File: config.mk
export PLATFORM = sky130hd
export DESIGN_NAME = rqw_host
export DESIGN_NICKNAME = d
export VERILOG_FILES = /design/src/verilog/rqw_pkg.sv /design/src/verilog/rqw_buf.sv /design/src/verilog/rqw_desc.sv /design/src/verilog/rqw_host.sv
export VERILOG_INCLUDE_DIRS = /design/src /design/src/verilog
export SDC_FILE = /design/constraint.sdc
export NUM_CORES = 1
export LEC_CHECK = 0
export ABC_AREA = 0
export BUFFER_PORTS_ARGS = -buffer_cell sky130_fd_sc_hd__buf_2
export CELL_PAD_IN_SITES_DETAIL_PLACEMENT = 0
export CELL_PAD_IN_SITES_GLOBAL_PLACEMENT = 1
export CORE_MARGIN = 1
export CORE_UTILIZATION = 43
export DETAILED_ROUTE_END_ITERATION = 10
export GPL_TIMING_DRIVEN = 0
export PLACE_DENSITY = 0.93
export SLEW_MARGIN = 20
export SYNTH_ARGS = -nofsm -noshare
export SYNTH_HDL_FRONTEND = slang
export SYNTH_HIERARCHICAL = 1
export SYNTH_SLANG_ARGS = --single-unit
File: constraint.sdc
create_clock -name clk -period 5.2 [get_ports clk]
set_clock_uncertainty 0.15 [all_clocks]
set_input_delay 0.26 -clock clk [delete_from_list [all_inputs] [get_ports clk]]
set_output_delay 0.26 -clock clk [all_outputs]
set_load 0.02 [all_outputs]
File: src/verilog/rqw_consts.svh
`ifndef RQW_CONSTS_SVH
`define RQW_CONSTS_SVH

// Stream and descriptor geometry
`define RQW_DATA_W         64
`define RQW_DESC_W         128
`define RQW_SB_W           60
`define RQW_MAX_PAYLOAD_DW 256

// Descriptor field positions
`define RQW_DIGEST_BIT     127
`define RQW_ATTR_LSB       124
`define RQW_TC_LSB         121
`define RQW_RID_EN_BIT     120
`define RQW_ROUTE_LSB      112
`define RQW_CODE_LSB       104
`define RQW_TAG_LSB        96
`define RQW_LEN_LSB        64
`define RQW_HI_DW_LSB      32
`define RQW_NOSNOOP_LSB    16

// Buffer flush hint codes and message routing
`define RQW_FLUSH_ACTIVE   4'hf
`define RQW_FLUSH_MEM      4'h1
`define RQW_FLUSH_IDLE     4'h0
`define RQW_ROUTE_BY_ID    3'h2

// Sideband bus field positions
`define RQW_SB_HEAD_LSB    0
`define RQW_SB_TAIL_LSB    4
`define RQW_SB_OFF_LSB     8
`define RQW_SB_DISC_BIT    11

// Address page that a write must not cross
`define RQW_PAGE_BYTES     4096
`define RQW_PAGE_DW        (12'(`RQW_PAGE_BYTES / 4))

`endif

File: src/verilog/rqw_pkg.sv
`include "rqw_consts.svh"

package rqw_pkg;

  typedef enum logic [3:0] {
    ST_IDLE  = 4'h1,
    ST_DESC0 = 4'h2,
    ST_DESC1 = 4'h4,
    ST_DATA  = 4'h8
  } rqw_state_t;

  typedef enum logic [2:0] {
    RQW_MWR   = 3'h0,
    RQW_MSG   = 3'h1,
    RQW_LTR   = 3'h2,
    RQW_FLUSH = 3'h3,
    RQW_VDM   = 3'h4,
    RQW_ATS   = 3'h5
  } rqw_kind_t;

  typedef struct packed {
    rqw_state_t                 st;
    logic [`RQW_DESC_W-1:0]     desc;
    logic [3:0]                 hmask;
    logic [3:0]                 tmask;
    logic                       off;
    logic                       dummy;
    logic                       has_pl;
    logic [11:0]                rem;
    logic [31:0]                carry;
    logic                       carry_v;
    logic                       fill;
    logic                       cmd_ready;
    logic                       pl_ready;
    logic                       push_ok;
    logic                       cmd_error;
    logic                       pkt_abort;
  } rqw_main_t;

endpackage
File: src/verilog/rqw_buf.sv
`include "rqw_consts.svh"

module rqw_buf #(
  parameter int W = 64
) (
  input  wire  logic         clk,
  input  wire  logic         srst,
  input  wire  logic         in_valid,
  output logic               in_ready,
  input  wire  logic [W-1:0] in_data,
  output logic               out_valid,
  input  wire  logic         out_ready,
  output logic [W-1:0]       out_data,
  output logic [1:0]         fill_level
);

  typedef struct packed {
    logic [W-1:0] head;
    logic [W-1:0] spill;
    logic [1:0]   cnt;
    logic         v;
  } rqw_buf_t;

  rqw_buf_t q;
  rqw_buf_t d;
  logic     pop;

  // Head entry drives the port so outputs stay flop-direct
  always_comb begin
    pop = q.v && out_ready;
    d = q;
    if (pop && q.cnt == 2'h2) begin
      d.head = q.spill;
    end
    if (in_valid) begin
      if (q.cnt == 2'h0 || (q.cnt == 2'h1 && pop)) begin
        d.head = in_data;
      end else begin
        d.spill = in_data;
      end
    end
    d.cnt = q.cnt + 2'(in_valid) - 2'(pop);
    d.v = (d.cnt != 2'h0);
  end

  always_ff @(posedge clk) begin
    if (srst) begin
      q <= '0;
    end else begin
      q <= d;
    end
  end

  assign in_ready   = (q.cnt != 2'h2);
  assign out_valid  = q.v;
  assign out_data   = q.head;
  assign fill_level = q.cnt;
endmodule

File: src/verilog/rqw_desc.sv
`include "rqw_consts.svh"

module rqw_desc
  import rqw_pkg::*;
#(
  parameter int MAX_PAYLOAD_DW = `RQW_MAX_PAYLOAD_DW
) (
  input  wire  rqw_kind_t       kind,
  input  wire  logic [63:0]     addr,
  input  wire  logic [31:0]     mid,
  input  wire  logic [7:0]      tag,
  input  wire  logic [7:0]      msg_code,
  input  wire  logic [2:0]      msg_route,
  input  wire  logic [2:0]      tc,
  input  wire  logic [2:0]      attr,
  input  wire  logic            digest,
  input  wire  logic [15:0]     ltr_snoop,
  input  wire  logic [15:0]     ltr_nosnoop,
  input  wire  logic [3:0]      flush_code,
  input  wire  logic [10:0]     len_dw,
  input  wire  logic [3:0]      head_in,
  input  wire  logic [3:0]      tail_in,
  output logic [`RQW_DESC_W-1:0] desc,
  output logic [3:0]            head_mask,
  output logic [3:0]            tail_mask,
  output logic [10:0]           ndw,
  output logic                  ok
);

  logic msg;
  logic head_ok;
  logic tail_ok;
  logic [11:0] page_end;

  // Build the descriptor and screen the command before framing
  always_comb begin
    msg = (kind != RQW_MWR);
    ndw = (kind == RQW_MWR && len_dw == 11'h0) ? 11'h1 : len_dw;
    head_mask = head_in;
    tail_mask = tail_in;
    if (kind == RQW_MWR && len_dw == 11'h0) begin
      head_mask = 4'h0;
      tail_mask = 4'h0;
    end else if (len_dw == 11'h1) begin
      tail_mask = 4'h0;
    end
    desc = '0;
    desc[63:0] = addr;
    desc[95:64] = mid;
    desc[`RQW_LEN_LSB +: 11] = ndw;
    desc[`RQW_TAG_LSB +: 8] = tag;
    case (kind)
      RQW_LTR: begin
        desc[63:0] = {32'h0, ltr_nosnoop, ltr_snoop};
      end
      RQW_FLUSH: begin
        desc[63:0] = {28'h0, flush_code, 32'h0};
      end
      default: begin
      end
    endcase
    if (msg) begin
      desc[`RQW_CODE_LSB +: 8] = msg_code;
      desc[`RQW_ROUTE_LSB +: 3] = msg_route;
    end
    desc[`RQW_TC_LSB +: 3] = tc;
    desc[`RQW_ATTR_LSB +: 3] = attr;
    desc[`RQW_DIGEST_BIT] = digest;
    // Masks longer than two Dwords must be contiguous
    head_ok = (head_mask == 4'hf) || (head_mask == 4'he) ||
              (head_mask == 4'hc) || (head_mask == 4'h8);
    tail_ok = (tail_mask == 4'hf) || (tail_mask == 4'h7) ||
              (tail_mask == 4'h3) || (tail_mask == 4'h1);
    page_end = {2'h0, addr[11:2]} + {1'b0, ndw};
    ok = 1'b1;
    if (kind == RQW_FLUSH && flush_code != `RQW_FLUSH_ACTIVE &&
        flush_code != `RQW_FLUSH_MEM && flush_code != `RQW_FLUSH_IDLE) begin
      ok = 1'b0;
    end
    if (kind == RQW_MWR) begin
      if (32'(ndw) > MAX_PAYLOAD_DW || page_end > `RQW_PAGE_DW) begin
        ok = 1'b0;
      end
      if (ndw > 11'h2 && !(head_ok && tail_ok)) begin
        ok = 1'b0;
      end
    end
  end

endmodule

File: src/verilog/rqw_host.sv
// Contract
// - Attributes go at bits 124 to 126; ID ordering only on memory or messages.
// - Flush hint code in bits 35:32 is 1111b, 0001b or 0000b only.
// - Vendor message routed by ID carries destination ID in bits 15:0.
// - Dword-aligned write: sixteen descriptor bytes, payload follows directly.
// - Valid stays high for the whole packet; a drop nullifies it.
// - Last marks the final beat of every packet.
// - While ready is low every stream signal holds its value.
// - Keep bits are contiguous ones; zeros only in a short last beat.
// - Head and tail byte masks are valid from the first beat.
// - Payload within maximum size and never across a 4 Kbyte page.
// - Non-contiguous masks only for writes of two Dwords or less.
// - Zero-length write sends one dummy Dword with both masks zero.
// - Single-Dword transfer has tail mask zero; head mask marks bytes.
// - Address-aligned payload starts the beat after the descriptor.
// - Address-aligned payload start offset goes on the sideband field.
`include "rqw_consts.svh"

module rqw_host
  import rqw_pkg::*;
#(
  parameter int MAX_PAYLOAD_DW = `RQW_MAX_PAYLOAD_DW,
  parameter int SB_W           = `RQW_SB_W
) (
  input  wire  logic                  clk,
  input  wire  logic                  srst,
  input  wire  logic                  addr_aligned_mode,
  input  wire  logic                  cmd_valid,
  output logic                        cmd_ready,
  input  wire  rqw_kind_t             cmd_kind,
  input  wire  logic [63:0]           cmd_addr,
  input  wire  logic [31:0]           cmd_mid,
  input  wire  logic [7:0]            cmd_tag,
  input  wire  logic [7:0]            cmd_msg_code,
  input  wire  logic [2:0]            cmd_msg_route,
  input  wire  logic [2:0]            cmd_tc,
  input  wire  logic [2:0]            cmd_attr,
  input  wire  logic                  cmd_digest,
  input  wire  logic [15:0]           cmd_ltr_snoop,
  input  wire  logic [15:0]           cmd_ltr_nosnoop,
  input  wire  logic [3:0]            cmd_flush_code,
  input  wire  logic [10:0]           cmd_len_dw,
  input  wire  logic [3:0]            cmd_head_mask,
  input  wire  logic [3:0]            cmd_tail_mask,
  output logic                        cmd_error,
  input  wire  logic                  pl_valid,
  output logic                        pl_ready,
  input  wire  logic [`RQW_DATA_W-1:0] pl_data,
  output logic                        pkt_abort,
  output logic [`RQW_DATA_W-1:0]      request_stream_data,
  output logic                        request_stream_valid,
  input  wire  logic                  request_stream_ready,
  output logic                        request_stream_last,
  output logic [1:0]                  request_stream_keep,
  output logic [SB_W-1:0]             request_sideband_bus
);

  localparam int BW = `RQW_DATA_W + 3 + SB_W;

  rqw_main_t q;
  rqw_main_t d;

  logic [`RQW_DESC_W-1:0] bd_desc;
  logic [3:0]             bd_head;
  logic [3:0]             bd_tail;
  logic [10:0]            bd_ndw;
  logic                   bd_ok;
  logic                   acc;
  logic                   need;
  logic                   push;
  logic                   pop;
  logic [1:0]             fill;
  logic [1:0]             cnt_next;
  logic [`RQW_DATA_W-1:0] b_data;
  logic [1:0]             b_keep;
  logic                   b_last;
  logic                   b_disc;
  logic [SB_W-1:0]        sb;
  logic [BW-1:0]          buf_out;

  // A beat needs a fresh payload word unless it is the dummy or only the carry remains
  function automatic logic rqw_need(rqw_main_t s);
    return s.has_pl && !s.dummy && !(s.carry_v && s.rem == 12'h1);
  endfunction

  rqw_desc #(
    .MAX_PAYLOAD_DW (MAX_PAYLOAD_DW)
  ) u_desc (
    .kind        (cmd_kind),
    .addr        (cmd_addr),
    .mid         (cmd_mid),
    .tag         (cmd_tag),
    .msg_code    (cmd_msg_code),
    .msg_route   (cmd_msg_route),
    .tc          (cmd_tc),
    .attr        (cmd_attr),
    .digest      (cmd_digest),
    .ltr_snoop   (cmd_ltr_snoop),
    .ltr_nosnoop (cmd_ltr_nosnoop),
    .flush_code  (cmd_flush_code),
    .len_dw      (cmd_len_dw),
    .head_in     (cmd_head_mask),
    .tail_in     (cmd_tail_mask),
    .desc        (bd_desc),
    .head_mask   (bd_head),
    .tail_mask   (bd_tail),
    .ndw         (bd_ndw),
    .ok          (bd_ok)
  );

  // Framing state machine; one beat pushed per granted cycle
  always_comb begin
    d = q;
    d.cmd_error = 1'b0;
    d.pkt_abort = 1'b0;
    acc = (q.st == ST_IDLE) && cmd_valid && q.cmd_ready;
    need = rqw_need(q);
    push = 1'b0;
    b_data = '0;
    b_keep = 2'h3;
    b_last = 1'b0;
    b_disc = 1'b0;
    case (q.st)
      ST_IDLE: begin
        if (acc && !bd_ok) begin
          d.cmd_error = 1'b1;
        end else if (acc) begin
          d.desc = bd_desc;
          d.hmask = bd_head;
          d.tmask = bd_tail;
          d.off = addr_aligned_mode && cmd_kind == RQW_MWR &&
                  cmd_addr[2];
          d.has_pl = (cmd_kind == RQW_MWR) || (cmd_len_dw != 11'h0);
          d.dummy = (cmd_kind == RQW_MWR) && (cmd_len_dw == 11'h0);
          d.rem = 12'(bd_ndw) + 12'(d.off);
          d.fill = d.off;
          d.carry_v = 1'b0;
          d.st = ST_DESC0;
        end
      end
      ST_DESC0: begin
        if (q.push_ok) begin
          push = 1'b1;
          b_data = q.desc[63:0];
          d.st = ST_DESC1;
        end
      end
      ST_DESC1: begin
        if (q.push_ok) begin
          push = 1'b1;
          b_data = q.desc[127:64];
          b_last = !q.has_pl;
          d.st = q.has_pl ? ST_DATA : ST_IDLE;
        end
      end
      ST_DATA: begin
        if (q.push_ok && need && !pl_valid) begin
          // Source ran dry: end now with discontinue, keep valid high
          push = 1'b1;
          b_last = 1'b1;
          b_disc = 1'b1;
          d.pkt_abort = 1'b1;
          d.st = ST_IDLE;
        end else if (q.push_ok) begin
          push = 1'b1;
          if (q.dummy) begin
            b_data = '0;
          end else if (q.fill) begin
            b_data = {pl_data[31:0], 32'h0};
            d.carry = pl_data[63:32];
            d.carry_v = 1'b1;
            d.fill = 1'b0;
          end else if (q.carry_v) begin
            b_data = {(q.rem > 12'h1) ? pl_data[31:0] : 32'h0, q.carry};
            d.carry = pl_data[63:32];
          end else begin
            b_data = pl_data;
          end
          b_keep = (q.rem == 12'h1) ? 2'h1 : 2'h3;
          b_last = (q.rem <= 12'h2);
          d.rem = (q.rem > 12'h2) ? q.rem - 12'h2 : 12'h0;
          if (b_last) begin
            d.st = ST_IDLE;
          end
        end
      end
      default: begin
        d.st = ST_IDLE;
      end
    endcase
    // Predict room one cycle ahead so grants can be registered
    pop = request_stream_valid && request_stream_ready;
    cnt_next = fill + 2'(push) - 2'(pop);
    d.push_ok = (cnt_next != 2'h2);
    d.cmd_ready = (d.st == ST_IDLE);
    d.pl_ready = (d.st == ST_DATA) && d.push_ok && rqw_need(d);
  end

  // Masks and offset stay constant for the whole packet; discontinue is set only on an aborted last beat
  always_comb begin
    sb = '0;
    sb[`RQW_SB_HEAD_LSB +: 4] = q.hmask;
    sb[`RQW_SB_TAIL_LSB +: 4] = q.tmask;
    sb[`RQW_SB_OFF_LSB +: 3] = {2'h0, q.off};
    sb[`RQW_SB_DISC_BIT] = b_disc;
  end

  always_ff @(posedge clk) begin
    if (srst) begin
      q <= '{st: ST_IDLE, default: '0};
    end else begin
      q <= d;
    end
  end

  // Two-entry buffer absorbs a stall without losing a beat
  rqw_buf #(
    .W (BW)
  ) u_buf (
    .clk        (clk),
    .srst       (srst),
    .in_valid   (push),
    .in_ready   (),
    .in_data    ({b_data, b_keep, b_last, sb}),
    .out_valid  (request_stream_valid),
    .out_ready  (request_stream_ready),
    .out_data   (buf_out),
    .fill_level (fill)
  );

  assign {request_stream_data, request_stream_keep, request_stream_last,
          request_sideband_bus} = buf_out;
  assign cmd_ready = q.cmd_ready;
  assign pl_ready  = q.pl_ready;
  assign cmd_error = q.cmd_error;
  assign pkt_abort = q.pkt_abort;
endmodule

Yosys cells after proc, flatten, opt, wreduce, memory -nomap -nowiden
Cells that the tools add are included.
{"block": "classes", "add_sub_neg": 5, "n_lt_le_gt_ge": 6, "n_eq_ne": 29, "muxes": 58, "n_bitwise": 5, "n_reduce_logical": 56}
{"operator": "64-bit two-way mux", "count": 7}
{"operator": "127-bit two-way mux", "count": 3}
{"operator": "155-bit two-way mux", "count": 2}
{"operator": "254-bit two-way mux", "count": 1}
{"operator": "64-bit one-hot mux with 3 select lines", "count": 1}
{"operator": "64-bit one-hot mux with 2 select lines", "count": 1}
{"operator": "32-bit two-way mux", "count": 3}
{"operator": "46-bit two-way mux", "count": 2}
{"operator": "4-bit two-way mux", "count": 9}
{"operator": "34-bit two-way mux", "count": 1}
{"operator": "4-bit == test, second input constant", "count": 7}
{"operator": "12-bit by 1-bit == test with 1-bit output, second input constant", "count": 2}
{"operator": "1-bit logical AND", "count": 24}
{"operator": "12-bit one-hot mux with 2 select lines", "count": 1}
{"operator": "11-bit two-way mux", "count": 2}
{"operator": "2-bit two-way mux", "count": 8}
{"operator": "4-bit one-hot mux with 4 select lines", "count": 1}
{"operator": "10-bit by 11-bit adder with 12-bit output", "count": 1}
{"operator": "11-bit by 1-bit adder with 12-bit output", "count": 1}
{"operator": "4-bit by 1-bit == test with 1-bit output, second input constant", "count": 3}
{"operator": "12-bit by 1-bit greater-than comparator with 1-bit output, second input constant", "count": 1}
{"operator": "12-bit by 11-bit greater-than comparator with 1-bit output, second input constant", "count": 1}
{"operator": "12-bit by 2-bit greater-than comparator with 1-bit output, second input constant", "count": 1}
{"operator": "12-bit by 2-bit <= comparator with 1-bit output, second input constant", "count": 1}
{"operator": "33 further kinds", "count": 75}
{"block": "word_totals", "register_bits": 395, "in_bits": 250}

Longest topological paths before layout
Gate-level depths: netlist (run 1).
{"block": "logic_depth", "depth_word": 21, "mapped_depth": 20, "depth_no_buf": 19}

Cells and area by module
The synthesis (run 1) kept the hierarchy.
{"module": "rqw_buf", "instances": 1, "cells_per_inst": 1417, "area_per_inst_um2": 12638.4, "seq_area_each_um2": 5144.9}
{"module": "rqw_host", "instances": 1, "cells_per_inst": 1256, "area_per_inst_um2": 9419.0, "seq_area_each_um2": 3883.7}
{"module": "rqw_desc", "instances": 1, "cells_per_inst": 335, "area_per_inst_um2": 2019.4, "seq_area_each_um2": 0.0}

Worst setup path after synthesis (run 1)
Ideal clock, no wire load.
{"block": "synth_path", "path_type": "input-to-reg", "from": "in cmd_len_dw[5]", "to": "reg q (netlist bit pl_ready)", "arrival_time_ns": 4.272, "path_slack_ns": 0.639, "path_stages": 19, "n_path_buf": 1, "path_cell_list": "nor4_2 > nand2_1 > or4_1 > nand2b_1 > ha_1 > fa_1 > a21oi_1 > or4_1 > a211oi_1 > o211ai_1 > a211oi_2 > nand3_1 > buf_2 > nand3_1 > o21ai_0 > a211o_1 > a2111o_1 > nor4_2 > a41oi_1"}
{"block": "synth_between", "word_cells_on_any_way": 53}
{"element": "from (decl)", "line": "rqw_host.sv:42", "text": "input wire logic [10:0] cmd_len_dw,"}
{"element": "11-bit zero test *", "line": "rqw_desc.sv:38", "text": "ndw = (kind == RQW_MWR && len_dw == 11'h0) ? 11'h1 : len_dw;"}
{"element": "1-bit logical AND *", "line": "rqw_desc.sv:38"}
{"element": "11-bit two-way mux *", "line": "rqw_desc.sv:38"}
{"element": "via bd_desc[64]", "line": "rqw_host.sv:63", "text": "logic [`RQW_DESC_W-1:0] bd_desc;"}
{"element": "10-bit by 11-bit adder with 12-bit output", "line": "rqw_desc.sv:74", "text": "page_end = {2'h0, addr[11:2]} + {1'b0, ndw};"}
{"element": "12-bit by 11-bit greater-than comparator with 1-bit output (no line)"}
{"element": "1-bit logical OR (no line)"}
{"element": "1-bit two-way mux", "line": "rqw_desc.sv:81", "text": "if (32'(ndw) > MAX_PAYLOAD_DW || page_end > `RQW_PAGE_DW) begin"}
{"element": "(+2 left out)"}
{"element": "via bd_ok", "line": "rqw_host.sv:67", "text": "logic bd_ok;"}
{"element": "(+1 left out)"}
{"element": "1-bit logical AND *", "line": "rqw_host.sv:125", "text": "if (acc && !bd_ok) begin"}
{"element": "155-bit two-way mux", "line": "rqw_host.sv:125"}
{"element": "12-bit one-hot mux with 2 select lines", "line": "rqw_host.sv:123", "text": "case (q.st)"}
{"element": "12-bit by 1-bit == test with 1-bit output", "line": "rqw_host.sv:83", "text": "return s.has_pl && !s.dummy && !(s.carry_v && s.rem == 12'h1);"}
{"element": "1-bit logical AND", "line": "rqw_host.sv:83"}
{"element": "1-bit zero test", "line": "rqw_host.sv:83"}
{"element": "1-bit logical AND", "line": "rqw_host.sv:83"}
{"element": "1-bit logical AND *", "line": "rqw_host.sv:196", "text": "d.pl_ready = (d.st == ST_DATA) && d.push_ok && rqw_need(d);"}
{"element": "to (signal assigned)", "line": "rqw_host.sv:210", "text": "q <= '{st: ST_IDLE, default: '0};"}
{"element": "to (signal assigned)", "line": "rqw_host.sv:212", "text": "q <= d;"}
{"element": "to (decl)", "line": "rqw_host.sv:60", "text": "rqw_main_t q;"}
The timed path passes the listed nets; every way through them passes the cells marked *. The select of a mux whose other input is x is not followed.
A chain may end at the register's enable or synchronous reset.

Final worst setup path (run 1)
Same ends and word-level chain as after synthesis.

==> metrics.txt, run 1 <==
final slew viol count=0; static leakage power=about 12 nW; I/O pins=approximately 380; Mean Syn Cell Area=~8.0 um^2; Area growth, synth to finish=28.5%; clock latency at the later pin of the worst-skew pair=~0.62 ns; cell area after layout=slightly above 30000 um^2; vias after detailed routing=23600; CP peak stage delay=0.64 ns; placed wire-length estimate after detailed placement=around 65000 um; number of routed nets with antenna violations=0; unrepaired setup endpoints after global routing=no; remaining design rule violation count=0; Setup TNS Final=0 ns; worst reg-to-reg setup slack=between 1 and 1.5 ns; Worst setup SP type=primary input; final weighted congestion of routability-driven global placement=0.961; CP max stage cell=sky130_fd_sc_hd__or4_1; length in cells of the worst reg-to-reg path=11; Cell Area, Placed=27100 um^2; fill cell count=5135; hold violation total from the final report=0; reg2reg end=pl_ready; placeable core region=55200 um^2; kind of cell adding the most delay to the critical path=simple AND/OR/NAND/NOR gates; Clock Tree Buf Depth=3; die footprint=approximately 57000 um^2; fraction of final layout cells sized beyond drive strength 1=19.6%; count of cells along the worst hold path=4; H-Tree Depth=2; Initial Utilization=between 40 and 50%; Synth warnings=6; worst path arrival time=5.24 ns; number of placement rows=between 80 and 90; drt wl/cell=19.1 um; WP buf/inv=3; clock tree from TritonCTS=built; class of the tightest hold or removal check=in2reg; average via count per standard cell=approximately 5.2; Reg clk slew, reported paths=about 0.060 ns; critical register-to-register path startpoint=q[193]; Final Power=8.32 mW; worst hold slack after final layout=about 0.026 ns; power per standard cell area=approximately 270 nW/um^2; port buffer count=~330; number of buffers inserted during clock tree synthesis=between 40 and 50; count of max-cap constraint violations=0; post-synth design cell area=approximately 24000 um^2; final WL=approximately 86000 um; Max transition margin=approximately a quarter; Post-Syn Instances=~3000; antenna violations before repair=18; outcome=finished clean; height of the chip=239 um; first-pass iteration count of the detailed router=6; root cell of the clock tree=sky130_fd_sc_hd__clkbuf_16; CP Data Required Time=about 5.5 ns; total number of nets in the final design=slightly below 4000; x dimension of the die=239 um; Worst Hold End=q[51]; startpoint of the worst hold path=cmd_len_dw[8]; vias in the first global route=22400; transition at the pin with the smallest max-transition slack=1.09 ns; pin count of the biggest net entering global routing=15; period utilisation layout=between 90% and 100%; starting DRC count in detailed routing=roughly 1800; gr usage total=between 20% and 30%; Util after Layout=56.0%; clock sinks=451; CP Class=in2reg; biggest fanout along the worst timing path=10; maximum VDD drop=~0.24 mV; first-pass GRT wire length=approximately 130000 um; Fmax achieved=just over 200 MHz; critical path capture point type=flip-flop; total grt overflow=0; final setup violation count=0; clock period minus final worst setup slack=~5.0 ns; ordered cell list for the critical path=buf_2, nor4_2, nand2_1, or4_1, nand2b_4, ha_1, fa_1, a21oi_1, or4_1, a211oi_1, o211ai_1, a211oi_2, buf_4, nand3_1, buf_2, nand3_1, o21ai_0, a211o_1, a2111o_1, nor4_2, a41oi_1
worst max-delay path by stage:
stage,start,endpoint,slack [ns],cells after the start
after floorplan,cmd_len_dw[5],pl_ready,0.64,19
after global placement,cmd_kind[1],q[89],-1.27,18
after detailed placement,cmd_kind[1],q[91],-1.27,18
after CTS,cmd_kind[1],q[53],0.005,20
after global routing,cmd_len_dw[5],pl_ready,0.06,21
final,cmd_len_dw[5],pl_ready,0.25,21
worst min-delay path, delay by kind of cell:
kind / cells / cell delay (ns)
and+or+nand+nor: 3 / 0.31
buffers and inverters: 1 / 0.15
per-layer routing:
| metal | vias up | wire (um) | global-route usage, % |
|---|---|---|---|
| li1 | 11400 | - | - |
| met1 | 11000 | 36100 | 37.6 |
| met2 | 991 | 39600 | 48.0 |
| met3 | 211 | 6370 | 5.14 |
| met4 | 22 | 3750 | 12.1 |
| met5 | - | 142 | 0 |
power breakdown:
group	internal, mW	switching [mW]
combinational	0.411	0.544
clock	2.29	1.50
sequential	3.52	0.0494
through the flow:
stage / instances / worst slack, ns
after floorplan: 3112 / 0.639
after global placement: 4194 / -1.27
after detailed placement: 4194 / -1.27
after CTS: 4486 / 0.00465
after global routing: 4493 / 0.0591
final: 4498 / 0.246
cell type report:
type | count | area (um^2) | share of cell area [%]
antenna | 8 | 20.0 | 0.0647
buffer | 436 | 2520 | 8.15
clock buffer | 72 | 1450 | 4.70
clock inverter | 17 | 302 | 0.975
inverter | 13 | 48.8 | 0.158
multi-input combinational | 2212 | 12900 | 41.7
sequential | 451 | 9030 | 29.2
tap | 748 | 936 | 3.02
timing repair buffer | 541 | 3740 | 12.1
layout by cell type, fill, tap and decap left out, types with 8 or more instances in the layout:
master,count
sky130_fd_sc_hd__buf_4,187
sky130_fd_sc_hd__buf_2,399
sky130_fd_sc_hd__nand2b_1,294
sky130_fd_sc_hd__a311oi_1,98
sky130_fd_sc_hd__clkbuf_8,14
sky130_fd_sc_hd__a21oi_1,187
sky130_fd_sc_hd__nor2b_1,22
sky130_fd_sc_hd__and2_1,37
sky130_fd_sc_hd__nand2_1,717
sky130_fd_sc_hd__inv_1,13
sky130_fd_sc_hd__mux2i_1,192
sky130_fd_sc_hd__xnor2_1,9
sky130_fd_sc_hd__a22o_1,65
sky130_fd_sc_hd__clkbuf_16,49
sky130_fd_sc_hd__dfxtp_1,451
sky130_fd_sc_hd__buf_1,13
sky130_fd_sc_hd__nand4_1,8
sky130_fd_sc_hd__nand3_1,20
sky130_fd_sc_hd__dlygate4sd3_1,204
sky130_fd_sc_hd__nor3_1,139
sky130_fd_sc_hd__nor2_1,41
sky130_fd_sc_hd__ha_1,16
sky130_fd_sc_hd__conb_1,108
sky130_fd_sc_hd__a311oi_2,30
sky130_fd_sc_hd__buf_6,14
sky130_fd_sc_hd__clkbuf_1,162
sky130_fd_sc_hd__o21ai_0,116
sky130_fd_sc_hd__diode_2,8
flip-flops by register name, indices dropped and copies added (netlist names):
register          flops
cmd_error             1
u_buf/fill_level      2
pl_ready              1
u_buf/out_valid       1
cmd_ready             1
u_buf/q             127
q                   190
u_buf/out_data      127
pkt_abort             1
repair_timing:
| action | in CTS | in global routing |
|---|---|---|
| resized for setup | 5 | 8 |
| endpoints found under the hold margin | 165 | 1 |
| setup endpoints to repair | 106 | 108 |
| buffers inserted | 0 | 3 |
| gates cloned | 0 | 0 |
| pin swaps | 0 | 2 |
| hold buffers | 203 | 1 |
(Power assumes the default switching activity.)
==> run 2, diff against run 1 <==
--- a/config.mk
+++ b/config.mk
@@ -15,6 +15,7 @@
 export DETAILED_ROUTE_END_ITERATION = 10
 export GPL_TIMING_DRIVEN = 0
 export PLACE_DENSITY = 0.93
+export RECOVER_POWER = 100
 export SLEW_MARGIN = 20
 export SYNTH_ARGS = -nofsm -noshare
 export SYNTH_HDL_FRONTEND = slang
==> metrics.txt, run 2 (same netlist as run 1, synthesis figures left out) <==
number of flip-flops in the largest register=190 (unchanged); final WL=86400 um (+0.52%); final slew viol count=10 (+10); total number of nets in the final design=3970 (unchanged); clock period minus final worst setup slack=5.04 ns (+0.0902 ns); final weighted congestion of routability-driven global placement=0.961 (unchanged); switching share of power=25.2% (about the same); hold violation total from the final report=0 (unchanged); static leakage power=11.5 nW (-5.5%); number of routed nets with antenna violations=0 (unchanged); FF+latch area=9030 um^2 (unchanged); commonest cells after routing, fill and taps aside=sky130_fd_sc_hd__nand2_1 (717), sky130_fd_sc_hd__dfxtp_1 (451), sky130_fd_sc_hd__clkbuf_1 (315), sky130_fd_sc_hd__nand2b_1 (294), sky130_fd_sc_hd__buf_2 (250); clock group share of total power=45.6% (about the same); clock tree from TritonCTS=built; I/O pins=382 (unchanged); CP Data Required Time=5.56 ns (+0.07 ns); worst path arrival time=5.40 ns (+0.16 ns); critical path capture point type=flip-flop; Final Power=8.31 mW (about the same); Initial Utilization=43.6% (unchanged); period utilisation layout=97.0% (+1.7 points); placed wire-length estimate after detailed placement=64600 um (unchanged); placeable core region=55200 um^2 (unchanged); die footprint=56900 um^2 (unchanged); root cell of the clock tree=sky130_fd_sc_hd__clkbuf_16; number of placement rows=86 (unchanged); Setup TNS Final=0 ns (unchanged); most frequent standard cell in the layout excluding fill and tap cells=sky130_fd_sc_hd__nand2_1; length in cells of the worst reg-to-reg path=9 (-2); height of the chip=239 um (unchanged); transition at the pin with the smallest max-transition slack=1.96 ns (+0.872 ns); first-pass iteration count of the detailed router=6 (unchanged); CP Class=reg2reg; vias after detailed routing=23600 (-0.18%); fraction of final layout cells sized beyond drive strength 1=14.8% (-4.8 points); class of the tightest hold or removal check=in2reg; Area growth, synth to finish=26.9%; sequential share of power=42.9% (about the same); Reg clk slew, reported paths=0.06 ns (about the same); average via count per standard cell=5.24 (-0.12%); count of max-cap constraint violations=1 (+1); area of combinational cells with multiple inputs=12700 um^2 (-1.5%); count of cells along the worst hold path=4 (unchanged); clock sinks=451 (unchanged); starting DRC count in detailed routing=1779 (-2.4%); gr usage total=29.2% (unchanged); Power Internal=6.22 mW (about the same); register with the most flip-flops=q; Clock Tree Buf Depth=3 (unchanged); unrepaired setup endpoints after global routing=no; portion of total power attributed to combinational logic=11.4% (about the same); number of buffers inserted during clock tree synthesis=48 (unchanged); outcome=complete, but fails checks; port buffer count=334 (unchanged); total grt overflow=0 (unchanged); Worst setup SP type=flip-flop; biggest fanout along the worst timing path=10 (unchanged); switching power=2.09 mW (-0.14%); antenna violations before repair=18 (unchanged); power per standard cell area=272 nW/um^2 (+1.2%); drt wl/cell=19.2 um (+0.58%); first-pass GRT wire length=128000 um (unchanged); vias in the first global route=22400 (unchanged); fill cell count=5260 (+2.4%); Max transition margin=-32.7% (-59 points); pin count of the biggest net entering global routing=15 (unchanged); H-Tree Depth=2 (unchanged); x dimension of the die=239 um (unchanged); remaining design rule violation count=0 (unchanged); final setup violation count=0 (unchanged); maximum VDD drop=0.242 mV (-0.49%); Fmax achieved=198 MHz (-1.8%); failing checks=max-capacitance violations, max-slew violations; clock latency at the later pin of the worst-skew pair=0.62 ns (about the same)
==> run 2: cell types whose count changed in the layout (fill, tap and decap cells not counted), moves of 2 or more <==
cell / change
sky130_fd_sc_hd__diode_2: -3
sky130_fd_sc_hd__buf_2: -149
sky130_fd_sc_hd__clkbuf_1: +153
sky130_fd_sc_hd__a311oi_2: -27
sky130_fd_sc_hd__buf_6: -2
sky130_fd_sc_hd__buf_1: -3
sky130_fd_sc_hd__a311oi_1: +27
==> run 2: critical path, stage by stage (launching register included) <==
cell and delay (ns):
sky130_fd_sc_hd__dfxtp_1 0.32, sky130_fd_sc_hd__clkbuf_1 0.28, sky130_fd_sc_hd__nor4b_1 1.57, sky130_fd_sc_hd__nor3_1 0.31
sky130_fd_sc_hd__nor2b_1 0.59, sky130_fd_sc_hd__o21a_1 0.20, sky130_fd_sc_hd__clkbuf_1 0.57, sky130_fd_sc_hd__clkbuf_2 0.48
sky130_fd_sc_hd__buf_6 0.25, sky130_fd_sc_hd__mux2i_1 0.23
==> run 2: worst paths after layout <==
kind                            startpoint      endpoint  slack (ns)
worst max-delay path                q[193]  u_buf/q[106]        0.16
worst min-delay path             cmd_valid     cmd_error        0.02
worst max register to register      q[193]  u_buf/q[106]        0.16
worst min register to register      q[139]        q[139]        0.30
==> run 2: area by class of cell <==
type | instances | area share [%]
Timing Repair Buffer | 541 | 11.7
Buffer | 436 | 8.15
Multi-Input combinational cell | 2212 | 41.6
Tap cell | 748 | 3.06
Sequential cell | 451 | 29.6
Clock buffer | 72 | 4.76
Inverter | 13 | 0.160
Antenna cell | 5 | 0.0410
Clock inverter | 17 | 0.987
==> run 2: what timing repair did <==
| item | in CTS | in global routing |
|---|---|---|
| setup buffers | 0 | 3 |
| hold buffers | 203 | 1 |
| pin swaps | 0 | 2 |
| endpoints found under the setup margin | 106 | 108 |
| hold endpoints to repair | 165 | 1 |
| gates resized for setup | 5 | 8 |
==> run 2: through the flow <==
stage | instance area [um^2] | worst slack, ns | utilization (%) | std cells | hold WS (ns)
2_1_floorplan | 24500 | 0.639 | - | 3112 | 0.194
3_3_place_gp | 27100 | -1.27 | 49.0 | 4194 | 0.292
3_5_place_dp | 27100 | -1.27 | 49.0 | 4194 | 0.297
4_1_cts | 30900 | 0.00465 | 55.9 | 4486 | 0.00960
5_1_grt | 30500 | 0.0379 | 55.3 | 4493 | 0.0367
6_report | 30500 | 0.156 | 55.3 | 4495 | 0.0227
==> run 2: power by group through the flow <==
| stage | sequential, mW | clock (mW) | combinational [mW] |
|---|---|---|---|
| floorplan | 3.63 | 0 | 0.497 |
| global placement | 3.64 | 0 | 0.791 |
| detailed placement | 3.64 | 0 | 0.792 |
| CTS | 3.57 | 3.83 | 0.924 |
| global route | 3.57 | 3.97 | 1.02 |
| finish | 3.57 | 3.79 | 0.951 |
==> run 2: layer usage <==
metal	part of all wire [%]	wire [um]	GRT usage [%]	vias up
met5	0.16	142	0	-
li1	-	-	-	11400
met3	7.6	6580	5.14	202
met2	46	39800	48.0	977
met1	42	36300	37.6	11000
met4	4.2	3670	12.1	22
==> run 3, diff against run 2 <==
--- a/config.mk
+++ b/config.mk
@@ -11,13 +11,12 @@
 export CELL_PAD_IN_SITES_DETAIL_PLACEMENT = 0
 export CELL_PAD_IN_SITES_GLOBAL_PLACEMENT = 1
 export CORE_MARGIN = 1
-export CORE_UTILIZATION = 43
+export CORE_UTILIZATION = 41
 export DETAILED_ROUTE_END_ITERATION = 10
 export GPL_TIMING_DRIVEN = 0
-export PLACE_DENSITY = 0.93
+export PLACE_DENSITY = 0.92
 export RECOVER_POWER = 100
 export SLEW_MARGIN = 20
 export SYNTH_ARGS = -nofsm -noshare
 export SYNTH_HDL_FRONTEND = slang
-export SYNTH_HIERARCHICAL = 1
 export SYNTH_SLANG_ARGS = --single-unit
==> metrics.txt, run 3 <==
first-pass iteration count of the detailed router=9 (+3); critical path capture point type=flip-flop; vias in the first global route=18100 (-19%); worst path arrival time=5.38 ns (-0.02 ns); height of the chip=215 um (-10%); I/O pins=382 (unchanged); portion of total power attributed to combinational logic=11.6% (+0.2 points); commonest cells in the netlist=sky130_fd_sc_hd__dfxtp_1 (395), sky130_fd_sc_hd__nand2_1 (370), sky130_fd_sc_hd__a21oi_1 (229); post-synth design cell area=18500 um^2 (-23%); class of the tightest hold or removal check=in2reg; Cell Area, Placed=21100 um^2 (-22%); final setup violation count=0 (unchanged); x dimension of the die=215 um (-10%); predominant post-synthesis flop cell=sky130_fd_sc_hd__dfxtp_1; placed wire-length estimate after detailed placement=55500 um (-14%); Fmax achieved=200 MHz (+0.66%); average via count per standard cell=5.55 (+5.8%); most frequent standard cell in the layout excluding fill and tap cells=sky130_fd_sc_hd__dfxtp_1; H-Tree Depth=2 (unchanged); Post-synth ARST share=0%; fill cell count=4202 (-20%); number of buffers inserted during clock tree synthesis=42 (-13%); number of flip-flops in the largest register=184 (-3.2%); Mean Syn Cell Area=8.30 um^2 (+3.7%); transition at the pin with the smallest max-transition slack=1.80 ns (-0.165 ns); total number of nets in the final design=3061 (-23%); clock sinks=395 (-12%); top cells by area in the synthesized netlist=sky130_fd_sc_hd__dfxtp_1 (43%), sky130_fd_sc_hd__nand2_1 (7.5%), sky130_fd_sc_hd__a21oi_1 (6.2%); CP peak stage delay=0.58 ns (-0.99 ns); clock period minus final worst setup slack=5.01 ns (-0.0330 ns); switching power=1.86 mW (-11%); pin count of the biggest net entering global routing=15 (unchanged); biggest fanout along the worst timing path=10 (unchanged); Post-Syn Instances=2232 (-26%); count of unique library cells instantiated by Yosys=71; number of routed nets with antenna violations=0 (unchanged); static leakage power=9.32 nW (-19%); area leader, netlist=sky130_fd_sc_hd__dfxtp_1; register area share after synthesis=42.7%; Initial Utilization=41.7% (-1.9 points); maximum VDD drop=0.211 mV (-13%); Clock Tree Buf Depth=3 (unchanged); number of synthesized flops with an enable pin=0; CP Class=in2reg; Area growth, synth to finish=29.5%; power per standard cell area=298 nW/um^2 (+9.5%); Final Power=7.15 mW (-14%); Reg clk slew, reported paths=0.06 ns (about the same); syn_nets=around 2500; Setup TNS Final=0 ns (unchanged); total grt overflow=0 (unchanged); Synth warnings=0 (-6); Worst setup SP type=primary input; least setup slack across all paths after layout=0.189 ns (+0.0330 ns); register bit total from synthesis=395; vias after detailed routing=19000 (-19%); ordered cell list for the critical path=dlygate4sd3_1, buf_2, nor2_1, nand3_1, nor3_4, nand2_1, nand2b_2, ha_1, ha_1, a21oi_1, and3b_1, or3_1, a221o_1, nor4_2, o21a_1, buf_4, buf_6, buf_6, nor2_1, a311oi_2, dlygate4sd3_1; drt wl/cell=21.5 um (+12%); clock latency at the later pin of the worst-skew pair=0.58 ns (-0.04 ns); Post-Place Worst Slack=-0.603 ns (+0.665 ns); number of placement rows=77 (-10%); outcome=complete, but fails checks; failing checks=max-capacitance violations, max-slew violations; Max transition margin=-23.0% (+9.7 points); final slew viol count=8 (-2); fraction of final layout cells sized beyond drive strength 1=19.2% (+4.4 points); gr usage total=31.0% (+1.8 points); die footprint=46000 um^2 (-19%); area share of the largest cell type after synthesis=42.7%; CP Data Required Time=5.57 ns (about the same); count of max-cap constraint violations=1 (unchanged); kind of cell adding the most delay to the critical path=buffers and inverters; register with the most flip-flops=q; hold violation total from the final report=0 (unchanged); WP buf/inv=6 (+2); clock group share of total power=44.3% (-1.3 points); cell area after layout=24000 um^2 (-21%); switching share of power=26.0% (+0.84 points); antenna violations before repair=10 (-8); placeable core region=44400 um^2 (-20%); starting DRC count in detailed routing=2072 (+16%); period utilisation layout=96.4% (-0.63 points); clock tree from TritonCTS=built; first-pass GRT wire length=109000 um (-15%); final WL=74000 um (-14%); final weighted congestion of routability-driven global placement=0.974 (+1.4%); root cell of the clock tree=sky130_fd_sc_hd__clkbuf_16; Power Internal=5.29 mW (-15%); commonest cells after routing, fill and taps aside=sky130_fd_sc_hd__dfxtp_1 (395), sky130_fd_sc_hd__nand2_1 (370), sky130_fd_sc_hd__clkbuf_1 (289), sky130_fd_sc_hd__buf_2 (249), sky130_fd_sc_hd__a21oi_1 (229); port buffer count=363 (+8.7%); remaining design rule violation count=0 (unchanged); unrepaired setup endpoints after global routing=yes; CP max stage cell=sky130_fd_sc_hd__dlygate4sd3_1; worst hold slack after final layout=0.0157 ns (-0.00692 ns); cell with the most instances after synthesis=sky130_fd_sc_hd__dfxtp_1; sequential share of power=44.2% (+1.3 points)
-- run 3: through the flow --
step	instances	util, %
2_1_floorplan	2232	-
3_3_place_gp	3187	47.5
3_5_place_dp	3187	47.5
4_1_cts	3426	54.4
5_1_grt	3430	54.0
6_report	3434	54.0
-- run 3: worst min-delay path: stages --
cell	delay (ns)
sky130_fd_sc_hd__buf_2	0.07
sky130_fd_sc_hd__nor3b_1	0.16
sky130_fd_sc_hd__a211oi_1	0.08
sky130_fd_sc_hd__nor3_1	0.12
-- run 3: final timing paths --
| path | start | to | slack [ns] | cells after the start |
|---|---|---|---|---|
| worst min register to register | q[36] | q[36] | 0.30 | 2 |
| worst max-delay path | cmd_len_dw[7] | q[97] | 0.19 | 21 |
| worst max register to register | q[45] | pl_ready | 0.48 | 10 |
| worst min-delay path | cmd_ltr_nosnoop[3] | q[81] | 0.02 | 4 |
-- run 3: cells by family (layout without fill, tap and decap cells) --
group / Yosys count / after routing / share of synthesized area, %
compound gates: 512 / 512 / 18.5
xor+xnor: 25 / 25 / 1.18
buf+inv: 333 / 936 / 9.78
fa+ha+maj: 11 / 11 / 0.736
simple gates: 844 / 844 / 20.5
other cells: 0 / 7 / 0
mux: 112 / 112 / 6.52
flops: 395 / 395 / 42.7
-- run 3: repair_timing --
| action | CTS | global route |
|---|---|---|
| pin swaps | 0 | 1 |
| hold endpoints to repair | 155 | 0 |
| setup buffers | 0 | 1 |
| resized for setup | 1 | 2 |
| hold buffers | 161 | 0 |
| endpoints found under the setup margin | 4 | 133 |
-- run 3: area by class of cell --
class / count / area, um^2 / share of cell area [%]
repair buffers: 525 / 3270 / 13.6
well taps: 592 / 741 / 3.09
plain buffers: 317 / 1750 / 7.28
diodes: 7 / 17.5 / 0.0730
multi-input cells: 1504 / 8780 / 36.6
clock inverters: 19 / 235 / 0.981
inverters: 16 / 60.1 / 0.250
flip-flops and latches: 395 / 7910 / 33.0
clock buffers: 59 / 1230 / 5.11
-- run 3: power by group through the flow --
stage                     combinational [mW]  clock, mW  sequential (mW)
after floorplan                        0.403          0             3.21
after global placement                 0.712          0             3.22
after detailed placement               0.716          0             3.22
after CTS                              0.817       3.18             3.15
after global routing                   0.885       3.32             3.16
final                                  0.827       3.17             3.16
-- run 3: metal layers --
metal  track usage, %  wire length [um]  vias to the layer above
li1                 -                 -                     8863
met5                0                35                        -
met4             13.3              3460                        6
met2             50.9             34100                      940
met1             39.4             30400                     9055
met3             6.21              5900                      184
